[config.mk]
export PLATFORM = sky130hd
export DESIGN_NAME = bia_top
export DESIGN_NICKNAME = d
export VERILOG_FILES = /design/src/inc/bia_pkg.sv /design/src/rtl/bia_status_pack.sv /design/src/rtl/bia_top.sv
export VERILOG_INCLUDE_DIRS = /design/src /design/src/inc
export SDC_FILE = /design/constraint.sdc
export NUM_CORES = 1
export LEC_CHECK = 0
export ABC_AREA = 1
export ABC_CLOCK_PERIOD_IN_PS = 1700
export BUFFER_PORTS_ARGS = -buffer_cell sky130_fd_sc_hd__buf_4
export CAP_MARGIN = 0
export CORE_MARGIN = 4
export CORE_UTILIZATION = 30
export CTS_CLUSTER_DIAMETER = 40
export DETAILED_ROUTE_END_ITERATION = 10
export PLACE_DENSITY = 0.63
export RECOVER_POWER = 25
export SYNTH_ARGS = -nofsm -noshare
export SYNTH_HDL_FRONTEND = slang
export SYNTH_SLANG_ARGS = --single-unit
[constraint.sdc]
create_clock -name REF_CLK -period 1.7 [get_ports REF_CLK]
set_clock_uncertainty 0.05 [all_clocks]
set_input_delay 0.17 -clock REF_CLK [delete_from_list [all_inputs] [get_ports REF_CLK]]
set_output_delay 0.17 -clock REF_CLK [all_outputs]
set_load 0.03 [all_outputs]
[src/inc/bia_consts.svh]
`ifndef BIA_CONSTS_SVH
`define BIA_CONSTS_SVH

// ----------------------------------------------------------------------
// Source counts and status word sizes
// ----------------------------------------------------------------------
`define BIA_NUM_CHAN 40
`define BIA_NUM_CNTR 6
`define BIA_WORD_W 16
`define BIA_NUM_WORDS 4

// ----------------------------------------------------------------------
// Status word layout
// ----------------------------------------------------------------------
`define BIA_W2_CHAN_BASE 32
`define BIA_W2_CHAN_CNT 8
`define BIA_W3_INDEX_LSB 4
`define BIA_W3_OVFL_LSB 10

// ----------------------------------------------------------------------
// Reset values
// ----------------------------------------------------------------------
`define BIA_EN_RST 1'b0
`define BIA_STAT_RST 16'h0000
`define BIA_IRQ_RST 1'b0

`endif

[src/inc/bia_pkg.sv]
package bia_pkg;
  // Status words as seen by the host
  typedef struct packed {
    logic [15:0] word3;
    logic [15:0] word2;
    logic [15:0] word1;
    logic [15:0] word0;
  } bia_status_t;

  // Raw request flags from the capture logic
  typedef struct packed {
    logic [5:0] counter_overflow_request;
    logic [5:0] counter_index_request;
    logic [39:0] digital_io_channel;
  } bia_req_t;

  // Master enable write strobe with its data
  typedef struct packed {
    logic wr;
    logic [15:0] data;
  } bia_en_wr_t;

  // Enable state machine
  typedef enum logic [1:0] {
    BIA_MASKED = 2'b01,
    BIA_ARMED = 2'b10
  } bia_state_t;
endpackage

[src/rtl/bia_status_pack.sv]
`timescale 1ns/1ps
`include "bia_consts.svh"

module bia_status_pack
  import bia_pkg::*;
(
  // Clock and reset
  input wire logic clk,
  input wire logic rst,
  // Raw flags in, packed words out
  input wire bia_pkg::bia_req_t req,
  output bia_pkg::bia_status_t stat_ff
);
  import bia_pkg::*;

  bia_status_t nxt_stat;

  // Pack flags into the four words; unused bits stay zero
  always_comb
  begin
    nxt_stat = '0;
    nxt_stat.word0 = req.digital_io_channel[`BIA_WORD_W-1:0];
    nxt_stat.word1 = req.digital_io_channel[2*`BIA_WORD_W-1:`BIA_WORD_W];
    nxt_stat.word2[`BIA_W2_CHAN_CNT-1:0] =
      req.digital_io_channel[`BIA_NUM_CHAN-1:`BIA_W2_CHAN_BASE];
    nxt_stat.word3[`BIA_W3_INDEX_LSB +: `BIA_NUM_CNTR] = req.counter_index_request;
    nxt_stat.word3[`BIA_W3_OVFL_LSB +: `BIA_NUM_CNTR] = req.counter_overflow_request;
  end

  // Register the words
  always_ff @(posedge clk)
  begin
    if (rst)
      stat_ff <= {`BIA_NUM_WORDS{`BIA_STAT_RST}};
    else
      stat_ff <= nxt_stat;
  end
endmodule

[src/rtl/bia_top.sv]
// Behaviour
// - Writing zero to the master enable blocks the board interrupt, any nonzero value allows it.
// - A bus reset clears the master enable.
// - With the enable clear, requests stay visible in status but raise no interrupt.
// - The host may clear the master enable at any moment.
// - All source requests appear as four 16-bit status words.
// - Words 0 to 2 carry digital I/O requests, word 3 carries counter requests.
// - Word 0 bit n is channel n, word 1 bit n is channel n plus 16.
// - Word 2 bits 7..0 are channels 39..32, bits 15..8 read zero.
// - A status bit of one means its source is requesting service.
// - Word 3 holds overflow requests in bits 15..10, index requests in 9..4, zero in 3..0.
`timescale 1ns/1ps
`include "bia_consts.svh"

module bia_top
  import bia_pkg::*;
(
  // Clock and reset
  input wire logic REF_CLK,
  input wire logic SYS_RST,
  // Bus reset from the host side
  input wire logic BUS_RST,
  // Source capture flags
  input wire logic [`BIA_NUM_CHAN-1:0] DIGITAL_IO_CHANNEL,
  input wire logic [`BIA_NUM_CNTR-1:0] COUNTER_OVERFLOW_REQUEST,
  input wire logic [`BIA_NUM_CNTR-1:0] COUNTER_INDEX_REQUEST,
  // Master enable write
  input wire bia_pkg::bia_en_wr_t EN_WR,
  // Host-visible state
  output bia_pkg::bia_status_t STATUS,
  output logic ENABLE,
  output logic IRQ
);
  import bia_pkg::*;

  // ----------------------------------------------------------------------
  // Status capture
  // ----------------------------------------------------------------------
  bia_req_t req;
  bia_status_t stat_ff;

  // Flags pass straight in; status is a mirror, never cleared by reads
  assign req = '{
    counter_overflow_request: COUNTER_OVERFLOW_REQUEST,
    counter_index_request: COUNTER_INDEX_REQUEST,
    digital_io_channel: DIGITAL_IO_CHANNEL
  };

  // Packing fixes the word layout of every source
  bia_status_pack u_pack (
    .clk(REF_CLK),
    .rst(SYS_RST),
    .req(req),
    .stat_ff(stat_ff)
  );

  assign STATUS = stat_ff;

  // ----------------------------------------------------------------------
  // Master enable
  // ----------------------------------------------------------------------
  bia_state_t state_ff;
  bia_state_t nxt_state;

  // Any nonzero enable word arms the board, not only a single set bit
  function automatic logic en_value(input logic [`BIA_WORD_W-1:0] d);
    return |d;
  endfunction

  // Bus reset beats a same-cycle enable write so the board stays masked
  always_comb
  begin
    nxt_state = state_ff;
    case (state_ff)
      BIA_MASKED:
      begin
        if (!BUS_RST && EN_WR.wr && en_value(EN_WR.data))
          nxt_state = BIA_ARMED;
      end
      BIA_ARMED:
      begin
        if (BUS_RST)
          nxt_state = BIA_MASKED;
        else if (EN_WR.wr && !en_value(EN_WR.data))
          nxt_state = BIA_MASKED;
      end
      // Illegal codes fall back to masked, the safe side for the host
      default:
        nxt_state = BIA_MASKED;
    endcase
  end

  always_ff @(posedge REF_CLK)
  begin
    if (SYS_RST)
      state_ff <= BIA_MASKED;
    else
      state_ff <= nxt_state;
  end

  // ----------------------------------------------------------------------
  // Interrupt output
  // ----------------------------------------------------------------------
  logic en_ff;
  logic irq_ff;
  logic nxt_en;
  logic nxt_irq;

  // OR of every raw request, shared by the gate and the checks
  function automatic logic any_request(input bia_req_t r);
    return |r;
  endfunction

  // Request summary for the checks below
  logic any_req;
  assign any_req = any_request(req);

  // Gate the OR of requests; pending bits remain while masked.
  // Taken from next values so IRQ never leads or lags STATUS by a cycle.
  always_comb
  begin
    nxt_en = (nxt_state == BIA_ARMED);
    nxt_irq = nxt_en && any_request(req);
  end

  always_ff @(posedge REF_CLK)
  begin
    if (SYS_RST)
    begin
      en_ff <= `BIA_EN_RST;
      irq_ff <= `BIA_IRQ_RST;
    end
    else
    begin
      en_ff <= nxt_en;
      irq_ff <= nxt_irq;
    end
  end

  assign ENABLE = en_ff;
  assign IRQ = irq_ff;

  // Every channel request stays visible while masked
  for (genvar i = 0; i < `BIA_NUM_CHAN; i++)
  begin : g_chan_kept

  end
endmodule

Word level (Yosys, flattened, before mapping)
Index checks and enable logic that the tools add are counted.
{"block": "totals", "regBits": 68, "out_inout_bits": 66, "word_cells": 24}
{"block": "classes", "n_mux": 4, "n_reduce_logical": 8, "eq_ne": 3}
{"cell": "OR reduction 52 bit", "count": 1}
{"cell": "OR reduction 16 bit", "count": 1}
{"cell": "2-to-1 mux 2 bit", "count": 3}
{"cell": "== test 2 bit (second input constant)", "count": 2}
{"cell": "logical AND 1 bit", "count": 4}
{"cell": "case mux 2 bit (2 select lines)", "count": 1}
{"cell": "== test 2 x 1 -> 1 bit (second input constant)", "count": 1}
{"cell": "logical NOT 1 bit", "count": 2}

Longest topological paths before layout
Gate-level depths: netlist of the first run.
{"block": "logic_depth", "word_depth": 8, "mapped_depth": 10, "depth_no_buf": 10}

Modules after synthesis
A second synthesis of the first run with hierarchy kept.
{"block": "hier_totals", "hier_cells": 259, "hier_area_um2": 2038.2}
{"mod": "bia_status_pack", "n_inst": 1, "area_each_um2": 1592.8, "cells_per_inst": 175}
{"mod": "bia_top", "n_inst": 1, "area_each_um2": 445.4, "cells_per_inst": 84}

Worst setup path after synthesis of the first run
OpenSTA, ideal clock, no wires.
{"block": "synth_timing", "path_kind": "register -> register", "startpoint": "register state_ff[0]", "endpoint": "register irq_ff (netlist: IRQ)", "period_less_slack_ns": 1.196, "arrival_time_ns": 1.082, "setup_time_ns": 0.064, "stages_incl_launch_ff": 8, "slack_ns": 0.504, "n_path_buf": 0, "cell_sequence": "dfxtp_1 -> inv_1 -> ha_1 -> nor2_1 -> nand2_1 -> nor2_2 -> nand2_2 -> nor2_1"}
{"block": "synth_via", "elab_chain_len": 5, "word_cells_on_any_way": 8, "classes_between": "eq/ne (3); mux (4); reduce/logical (1)"}
{"item": "start: declaration", "line_no": "bia_top.sv:62", "text": "bia_state_t state_ff;"}
{"item": "start signal: assignment", "line_no": "bia_top.sv:98", "text": "state_ff <= nxt_state;"}
{"item": "2-to-1 mux 2 bit", "line_no": "bia_top.sv:84", "text": "else if (EN_WR.wr && !en_value(EN_WR.data))"}
{"item": "2-to-1 mux 2 bit", "line_no": "bia_top.sv:82", "text": "if (BUS_RST)"}
{"item": "case mux 2 bit (2 select lines) (*)", "line_no": "bia_top.sv:74", "text": "case (state_ff)"}
{"item": "== test 2 bit (*)", "line_no": "bia_top.sv:122", "text": "nxt_en = (nxt_state == BIA_ARMED);"}
{"item": "logical AND 1 bit (*)", "line_no": "bia_top.sv:123", "text": "nxt_irq = nxt_en && any_request(req);"}
{"item": "end signal: assignment", "line_no": "bia_top.sv:131", "text": "irq_ff <= `BIA_IRQ_RST;"}
{"item": "end signal: assignment", "line_no": "bia_top.sv:136", "text": "irq_ff <= nxt_irq;"}
{"item": "end: declaration", "line_no": "bia_top.sv:105", "text": "logic irq_ff;"}
Mark *: on every way between the ends. The rest lies on a longest branch, timed or not.
A chain may end at the register's enable or synchronous reset.

Worst setup path in the final report of the first run
Same ends and word-level chain as after synthesis.

==> results of run 1 <==
==> worst max path at each step <==
stage / depth (start not counted) / slack [ns] / end / startpoint
final: 7 / 0.40 / IRQ / state_ff[0]
after floorplan: 7 / 0.50 / IRQ / state_ff[0]
after global routing: 7 / 0.29 / IRQ / state_ff[0]
after detailed placement: 7 / 0.42 / IRQ / state_ff[0]
after CTS: 7 / 0.41 / IRQ / state_ff[0]
after global placement: 7 / 0.46 / IRQ / state_ff[0]
==> placed cells by master, fill, tap and decap left out, drive strengths merged <==
cell / count
clkinvlp: 1
conb: 12
buf: 125
nand2: 15
inv: 60
nand3: 2
clkbuf: 7
dfxtp: 56
nand4: 12
ha: 2
nor2: 73
a21oi: 1
nor3: 2
nor4: 2
clkinv: 1
==> metrics by stage <==
stage | power (mW) | instances | utilization, % | instance area (sq um)
floorplan | 1.83 | 255 | - | 1990
global placement | 2.08 | 440 | 46.0 | 2920
detailed placement | 2.09 | 440 | 46.0 | 2920
CTS | 2.83 | 448 | 47.3 | 3010
global route | 2.94 | 448 | 47.3 | 3000
finish | 2.78 | 448 | 47.3 | 3000
==> metal layers <==
layer	routed length (microns)	vias up	track usage [%]
met5	0	-	0
met4	77	0	4.53
met3	624	6	4.28
met2	2500	80	21.0
met1	1800	749	12.9
li1	-	927	-
==> power by group through the flow <==
stage | sequential, mW | clock (mW) | combinational (mW)
floorplan | 1.60 | 0 | 0.229
global placement | 1.46 | 0 | 0.625
detailed placement | 1.46 | 0 | 0.632
CTS | 1.43 | 0.764 | 0.633
global route | 1.44 | 0.818 | 0.684
finish | 1.43 | 0.726 | 0.624
==> tightest hold or removal path, stage by stage <==
cell and delay [ns]:
sky130_fd_sc_hd__buf_4 0.07, sky130_fd_sc_hd__inv_1 0.03, sky130_fd_sc_hd__nor2_1 0.06
==> layout make-up <==
cell class / instances / area [sq um] / share of cell area (%)
inverter: 60 / 225 / 7.50
clock inverter: 2 / 16.3 / 0.541
tap: 77 / 96.3 / 3.21
multi-input combinational: 121 / 529 / 17.6
clock buffer: 6 / 72.6 / 2.42
timing repair buffer: 126 / 943 / 31.4
sequential: 56 / 1120 / 37.3
==> sequential cells by signal (all words and copies together), names as in the netlist <==
name,flops
ENABLE,1
IRQ,1
state_ff,2
u_pack.stat_ff,52
==> kinds of logic (layout without fill, tap and decap cells) <==
group	after synthesis	after routing	synth area share, %
adders and majority gates	2	2	1.28
other	1	12	0.192
and+or+nand+nor	106	106	23.1
AOI/OAI and AO/OA	1	1	0.449
DFF	56	56	57.4
buffers and inverters	78	194	17.6
==> results.md, run 1 <==
| Parameter | Reported |
|---|---|
| Status | finished, final reports clean |
| Slack of the worst reg-to-reg path | 0.40 ns |
| Hold crit path type | input pin to flip-flop |
| Static leakage | 1.68 nW |
| Number of global-route vias before repair | 1571 |
| DRC violations left | 0 |
| Placement row count | 29 |
| Htree depth | 2 |
| Final critical-path required period | 1.30 ns |
| CTS resizes | 0 |
| Clock root buffer | sky130_fd_sc_hd__clkbuf_8 |
| Unrepaired setup endpoints after global routing | false |
| TritonCTS Buffers | 5 |
| Share of the clock period used by the worst path after layout | 76.7% |
| Chip height | 88.7 microns |
| Data arrival time at the worst-slack endpoint | 1.51 ns |
| Routed length per placed instance | 11.2 microns |
| Number of library cell types mapped by synthesis | 16 |
| Clock-pin transition on the worst setup and hold timing paths | 0.10 ns |
| Max Slew Vio Count | 0 |
| Number of search-and-repair iterations in the first detailed-routing pass | 4 |
| Proportion of power drawn by the clock network | 26.1% |
| Post-layout net count | 444 |
| Instance count along the most critical hold path | 3 |
| Core outline area | 0.00635 sq mm |
| Weighted congestion reported at the end of routability-driven placement | 0.775 |
| Seq/Total Area, Yosys | 57.4% |
| Proportion of layout cells with a drive suffix above 1 | 37.5% |
| Switching portion of total power | 29.8% |
| Relative max-transition margin | 53.3% |
| Peak clock frequency supported by timing | 767 MHz |
| Max-cap violations | 0 |
| Number of diodes added for antenna fixing | 0 |
| Area growth syn-to-layout | 53.8% |
| Number of placed I/O pins | 138 |
| Count of flip-flops with a built-in enable after synthesis | 0 |
| Cell with the most instances after synthesis | sky130_fd_sc_hd__nor2_1 |
| Final wirelength | 5000 microns |
| Reg2reg end | IRQ |
| Syn Inst Count | 244 |
| Placed wire-length estimate after detailed placement | 4120 microns |
| Critical path cell sequence | inv_1, ha_1, nor2_1, nand2_1, nor2_2, nand2_2, nor2_1 |
| Number of DRC markers in iteration 0 | 28 |
| Via Count | 1762 |
| TritonCTS clock tree | done |
| CP Max Fanout | 4 |
| Depth of the worst register-to-register path | 7 |
| Critical Path End Type | flip-flop |
| Crit-path slowest cell | sky130_fd_sc_hd__dfxtp_1 |
| Top area cells in the synthesized netlist | sky130_fd_sc_hd__dfxtp_1 57%, sky130_fd_sc_hd__nor2_1 13%, sky130_fd_sc_hd__inv_1 12%, sky130_fd_sc_hd__buf_4 4.6%, sky130_fd_sc_hd__nand4_1 3.8% |
| Hold violation total from the final report | 0 |
| Wire length of the first global-routing pass | 7110 microns |
| Initial Utilization | 30.8% |
| Pwr/cell area | 925 mW/mm^2 |
| Worst ir drop on vdd | 368 uV |
| Overall overflow remaining after global route | 0 |
| Max incr delay on CP | 0.39 ns |
| Internal power consumption | 1.95 mW |
| Setup WS pre-CTS | 0.418 ns |
| Sequential group share of total power | 51.4% |
| Buffers inserted by post-CTS timing repair | 0 |
| CP Class | flip-flop to flip-flop |
| Total routing resource utilization after global routing | 11.9% |
| Largest net degree at the start of global routing | 37 |
| Hold-fix buffers at CTS | 0 |
| Primary flip-flop cell chosen by synthesis mapping | sky130_fd_sc_hd__dfxtp_1 |
| Launch instance of the worst register-to-register path | state_ff[0] |
| Share of synthesized registers carrying an async set or reset | 0% |
| Endpoint of the worst hold path | u_pack.stat_ff[22] |
| Post-synthesis cell area | 0.00195 sq mm |
| Logic gate share of total power | 22.5% |
| Area share of the largest cell type after synthesis | 57.4% |
| Setup-failing EPs final | 0 |
| Max Root-Sink Buffers | 2 |
| Syn_area_per_cell | 8.00 sq um |
| Post-synth top area cell | sky130_fd_sc_hd__dfxtp_1 |
| Count of warnings emitted by yosys | 0 |
| Data required time of the worst path | 1.90 ns |
| Setup crit start kind | flip-flop |
| NetSw | 0.828 mW |
| Kind of cell adding the most delay to the critical path | simple AND/OR/NAND/NOR gates |
| Initial antenna violation count | 0 |
| Worst hold slack across all endpoints | 0.0135 ns |
| Critical path buffer and inverter count | 1 |
| Final Worst Setup Slack | 0.397 ns |
| Total Die Area | 0.00787 sq mm |
| #FFs+latches synth | 56 |
| Total negative slack for setup checks | 0 ns |
| Slew @ Worst Pin | 0.701 ns |
| Die extent in x | 88.7 microns |
| CTS Sinks | 56 |
| Leading post-synthesis cells by instance count | 70 x sky130_fd_sc_hd__nor2_1, 60 x sky130_fd_sc_hd__inv_1, 56 x sky130_fd_sc_hd__dfxtp_1, 13 x sky130_fd_sc_hd__nand2_1 |
| Origin of the worst min-delay path | DIGITAL_IO_CHANNEL[22] |
| Most Frequent Cell on Critical Path | sky130_fd_sc_hd__nor2_1 |
| Routed vias/inst | 3.93 |
| Antenna Violating Nets Remaining | 0 |
| Port Buffers | 125 |
| Clock network latency to the later pin of the worst-skew pair | 0.30 ns |
| Number of filler cells placed in the layout | 655 |
(Power assumes the default switching activity.)
==> run 2, diff against run 1 <==
Settings changed: ABC_AREA 1 to 0, ABC_CLOCK_PERIOD_IN_PS 1700 to 1100, PLACE_DENSITY 0.63 to 0.66.
Clock period 1.7 ns to 1.1 ns, I/O delays scaled along.
==> run 2 against run 1 <==
Compared with the run above:
- largest power group unchanged
- routed wire length is 17% higher
- first-iteration DRC count down 11%
- critical path depth decreased by 1
- the run now ends with setup timing left
- via count up 7.6%
==> results.md, run 2 <==
| Parameter | Reported | vs previous |
|---|---|---|
| Status | complete, but fails checks |  |
| Violations in the final reports | setup timing |  |
| TritonCTS Buffers | 5 | unchanged |
| Relative max-transition margin | 61.4% | +8.2 points |
| TritonCTS clock tree | done |  |
| Chip height | 86.8 microns | -2.1% |
| Data required time of the worst path | 1.24 ns | -0.66 ns |
| Number of cells in the design after placement | 378 | -14% |
| Critical Path End Type | flip-flop |  |
| CP Class | flip-flop to flip-flop |  |
| Initial antenna violation count | 0 | unchanged |
| Htree depth | 2 | unchanged |
| Slack of the worst reg-to-reg path | -0.18 ns | -0.58 ns |
| Power consumption | 4.81 mW | +73% |
| Setup WS pre-CTS | -0.354 ns | -0.772 ns |
| Max Root-Sink Buffers | 2 | unchanged |
| Syn Inst Count | 174 | -29% |
| Max incr delay on CP | 0.36 ns | -0.03 ns |
| Unrepaired setup endpoints after global routing | true |  |
| Area growth syn-to-layout | 89.9% |  |
| Area share of the largest cell type after synthesis | 60.1% | +2.7 points |
| Most frequent cells in the layout | 111 x sky130_fd_sc_hd__buf_4, 54 x sky130_fd_sc_hd__dfxtp_1, 52 x sky130_fd_sc_hd__nor2b_1 |  |
| Logic gate share of total power | 32.0% | +9.5 points |
| Kind of cell adding the most delay to the critical path | flip-flops |  |
| Dominant combinational cell family by area after synthesis | simple AND/OR/NAND/NOR gates |  |
| Number of search-and-repair iterations in the first detailed-routing pass | 4 | unchanged |
| Largest net degree at the start of global routing | 32 | -14% |
| Proportion of layout cells with a drive suffix above 1 | 41.4% | +4.0 points |
| Fraction of the mapped netlist area in compound gates | 4.36% | +3.9 points |
| Total negative slack for setup checks | -0.557 ns | -0.557 ns |
| Syn_area_per_cell | 10.7 sq um | +34% |
| Hold crit path type | input pin to flip-flop |  |
| Total Die Area | 0.00754 sq mm | -4.1% |
| Max-cap violations | 0 | unchanged |
| CTS Sinks | 56 | unchanged |
| Via Count | 1896 | +7.6% |
| Port Buffers | 125 | unchanged |
| Switching portion of total power | 29.2% | -0.60 points |
| Overall overflow remaining after global route | 0 | unchanged |
| Slew @ Worst Pin | 0.579 ns | -0.123 ns |
| Post-synthesis share of cell area spent on and, or, nand and nor gates | 27.5% | +4.5 points |
| Sequential group share of total power | 46.6% | -4.8 points |
| Crit-path slowest cell | sky130_fd_sc_hd__dfxtp_4 |  |
| Seq/Total Area, Yosys | 60.1% | +2.7 points |
| Count of flip-flops with a built-in enable after synthesis | 0 | unchanged |
| Critical path cell sequence | inv_2, ha_4, nor3b_4, a21o_2, a31oi_4, nor3_2 |  |
| Fraction of the mapped netlist area in adder cells | 1.34% | +0.061 points |
| Core outline area | 0.00599 sq mm | -5.7% |
| Wire length of the first global-routing pass | 9090 microns | +28% |
| Top area cells in the synthesized netlist | sky130_fd_sc_hd__dfxtp_1 60%, sky130_fd_sc_hd__nor2b_1 17%, sky130_fd_sc_hd__nor4_1 5.7%, sky130_fd_sc_hd__buf_4 4.8%, sky130_fd_sc_hd__ha_1 1.3% |  |
| Post-synth top area cell | sky130_fd_sc_hd__dfxtp_1 |  |
| DRC violations left | 0 | unchanged |
| Clock root buffer | sky130_fd_sc_hd__clkbuf_8 |  |
| Hold violation total from the final report | 0 | unchanged |
| Routed vias/inst | 4.34 | +10% |
| Final wirelength | 5840 microns | +17% |
| CP Max Fanout | 5 | +1 |
| Setup crit start kind | flip-flop |  |
| Number of placed I/O pins | 138 | unchanged |
| Post-synthesis mux area share | 0% | unchanged |
| Final Worst Setup Slack | -0.182 ns | -0.578 ns |
| Leading post-synthesis cells by instance count | 56 x sky130_fd_sc_hd__dfxtp_1, 52 x sky130_fd_sc_hd__nor2b_1, 17 x sky130_fd_sc_hd__nor4_1, 12 x sky130_fd_sc_hd__buf_4 |  |
| Antenna Violating Nets Remaining | 0 | unchanged |
| Final critical-path required period | 1.28 ns | -0.0216 ns |
| Max reg flops | 52 | unchanged |
| Static leakage | 1.60 nW | -4.2% |
| Internal power consumption | 3.41 mW | +74% |
| Initial Utilization | 31.1% | +0.36 points |
| Registers with the most flip-flops | u_pack.stat_ff (52), state_ff (2) |  |
| Count of warnings emitted by yosys | 0 | unchanged |
| Pwr/cell area | 1360 mW/mm^2 | +47% |
| #FFs+latches synth | 56 | unchanged |
| Worst hold slack across all endpoints | 0.0118 ns | -0.00164 ns |
| Peak clock frequency supported by timing | 780 MHz | +1.7% |
| Max Slew Vio Count | 0 | unchanged |
| Share of synthesized registers carrying an async set or reset | 0% | unchanged |
| NetSw | 1.40 mW | +69% |
| Weighted congestion reported at the end of routability-driven placement | 0.819 | +5.7% |
| Area share of xor/xnor cells in the synthesized design | 0% | unchanged |
| Critical path buffer and inverter count | 1 | unchanged |
| Number of global-route vias before repair | 1984 | +26% |
| Placed wire-length estimate after detailed placement | 4160 microns | +0.89% |
| Post-layout net count | 436 | -1.8% |
| Number of library cell types mapped by synthesis | 25 | +9 |
| Cell with the most instances after synthesis | sky130_fd_sc_hd__dfxtp_1 |  |
| Data arrival time at the worst-slack endpoint | 1.42 ns | -0.09 ns |
| Number of diodes added for antenna fixing | 0 | unchanged |
| Total routing resource utilization after global routing | 15.4% | +3.6 points |
| Die extent in x | 86.8 microns | -2.1% |
| Number of DRC markers in iteration 0 | 25 | -11% |
| Placement row count | 28 | -3.4% |
| Setup-failing EPs final | 4 | +4 |
| Proportion of power drawn by the clock network | 21.4% | -4.7 points |
| Primary flip-flop cell chosen by synthesis mapping | sky130_fd_sc_hd__dfxtp_1 |  |
| Clock-pin transition on the worst setup and hold timing paths | 0.09 ns | about the same |
| Post-synthesis cell area | 0.00186 sq mm | -4.5% |
| Largest Register | u_pack.stat_ff |  |
| Final standard cell count with taps included and fillers excluded | 437 | -2.5% |
| Worst ir drop on vdd | 612 uV | +66% |
| Most frequent standard cell in the layout excluding fill and tap cells | sky130_fd_sc_hd__buf_4 |  |
| Routed length per placed instance | 13.4 microns | +20% |
| Clock network latency to the later pin of the worst-skew pair | 0.29 ns | about the same |
| Share of the clock period used by the worst path after layout | 117% | +40 points |
==> run 2: cell count changes in the layout (fill, tap and decap cells not counted), moves of 14 or more <==
cell                            change
sky130_fd_sc_hd__nor2b_1           +52
sky130_fd_sc_hd__buf_4             -14
sky130_fd_sc_hd__nor2_1            -69
sky130_fd_sc_hd__dlygate4sd3_1     +50
sky130_fd_sc_hd__nor4_1            +15
sky130_fd_sc_hd__inv_1             -59
sky130_fd_sc_hd__clkbuf_4          +16
==> run 2: through the flow <==
step	util [%]	area, sq um
2_1_floorplan	-	1920
3_3_place_gp	48.7	2920
3_5_place_dp	48.7	2920
4_1_cts	59.5	3560
5_1_grt	59.1	3540
6_report	59.1	3540
==> run 2: logic make-up (layout without fill, tap and decap cells) <==
group,after synthesis,count (layout)
AND/OR/NAND/NOR,82,82
flip-flops,56,56
buffers and inverters,20,197
AO/OA/AOI/OAI,13,13
adder cells (fa/ha/maj),2,2
other,1,12
==> run 2: power groups by stage <==
stage	Sequential [mW]	Combinational (mW)	Clock, mW
finish	2.24	1.54	1.03
global route	2.26	1.66	1.16
floorplan	2.52	0.414	0
global placement	2.28	1.16	0
detailed placement	2.28	1.18	0
CTS	2.24	1.51	1.07
==> run 2: worst paths after layout <==
kind	to	startpoint	cells past startpoint
max	IRQ	state_ff[0]	6
min	u_pack.stat_ff[27]	DIGITAL_IO_CHANNEL[27]	2
max reg2reg	IRQ	state_ff[0]	6
min reg2reg	state_ff[1]	state_ff[1]	3
==> run 2: worst reg2reg max path, delay by kind of cell, from the launching register on <==
family	cells	cell delay [ns]
DFF	1	0.36
and+or+nand+nor	2	0.21
AOI/OAI and AO/OA	2	0.34
adders and majority gates	1	0.17
buffers and inverters	1	0.05
==> run 2: area by class of cell <==
type,instances,area (sq um)
well taps,75,93.8
inverters,3,11.3
multi-input cells,109,737
flip-flops and latches,56,1130
fillers,523,2450
clock inverters,1,5.00
repair buffers,187,1490
clock buffers,6,72.6
==> run 2: per-layer routing <==
layer / vias to the layer above / global-route usage (%) / wire (microns)
met5: - / 0 / 0
met4: 0 / 4.25 / 68
met3: 7 / 5.99 / 654
met2: 96 / 29.5 / 3140
met1: 861 / 15.3 / 1980
li1: 932 / - / -
==> run 2: what timing repair did <==
action	in CTS	in global routing
hold endpoints to repair	50	0
hold buffers	50	0
resized for setup	10	5
setup buffers	2	0
pin swaps	5	1
setup endpoints to repair	4	4
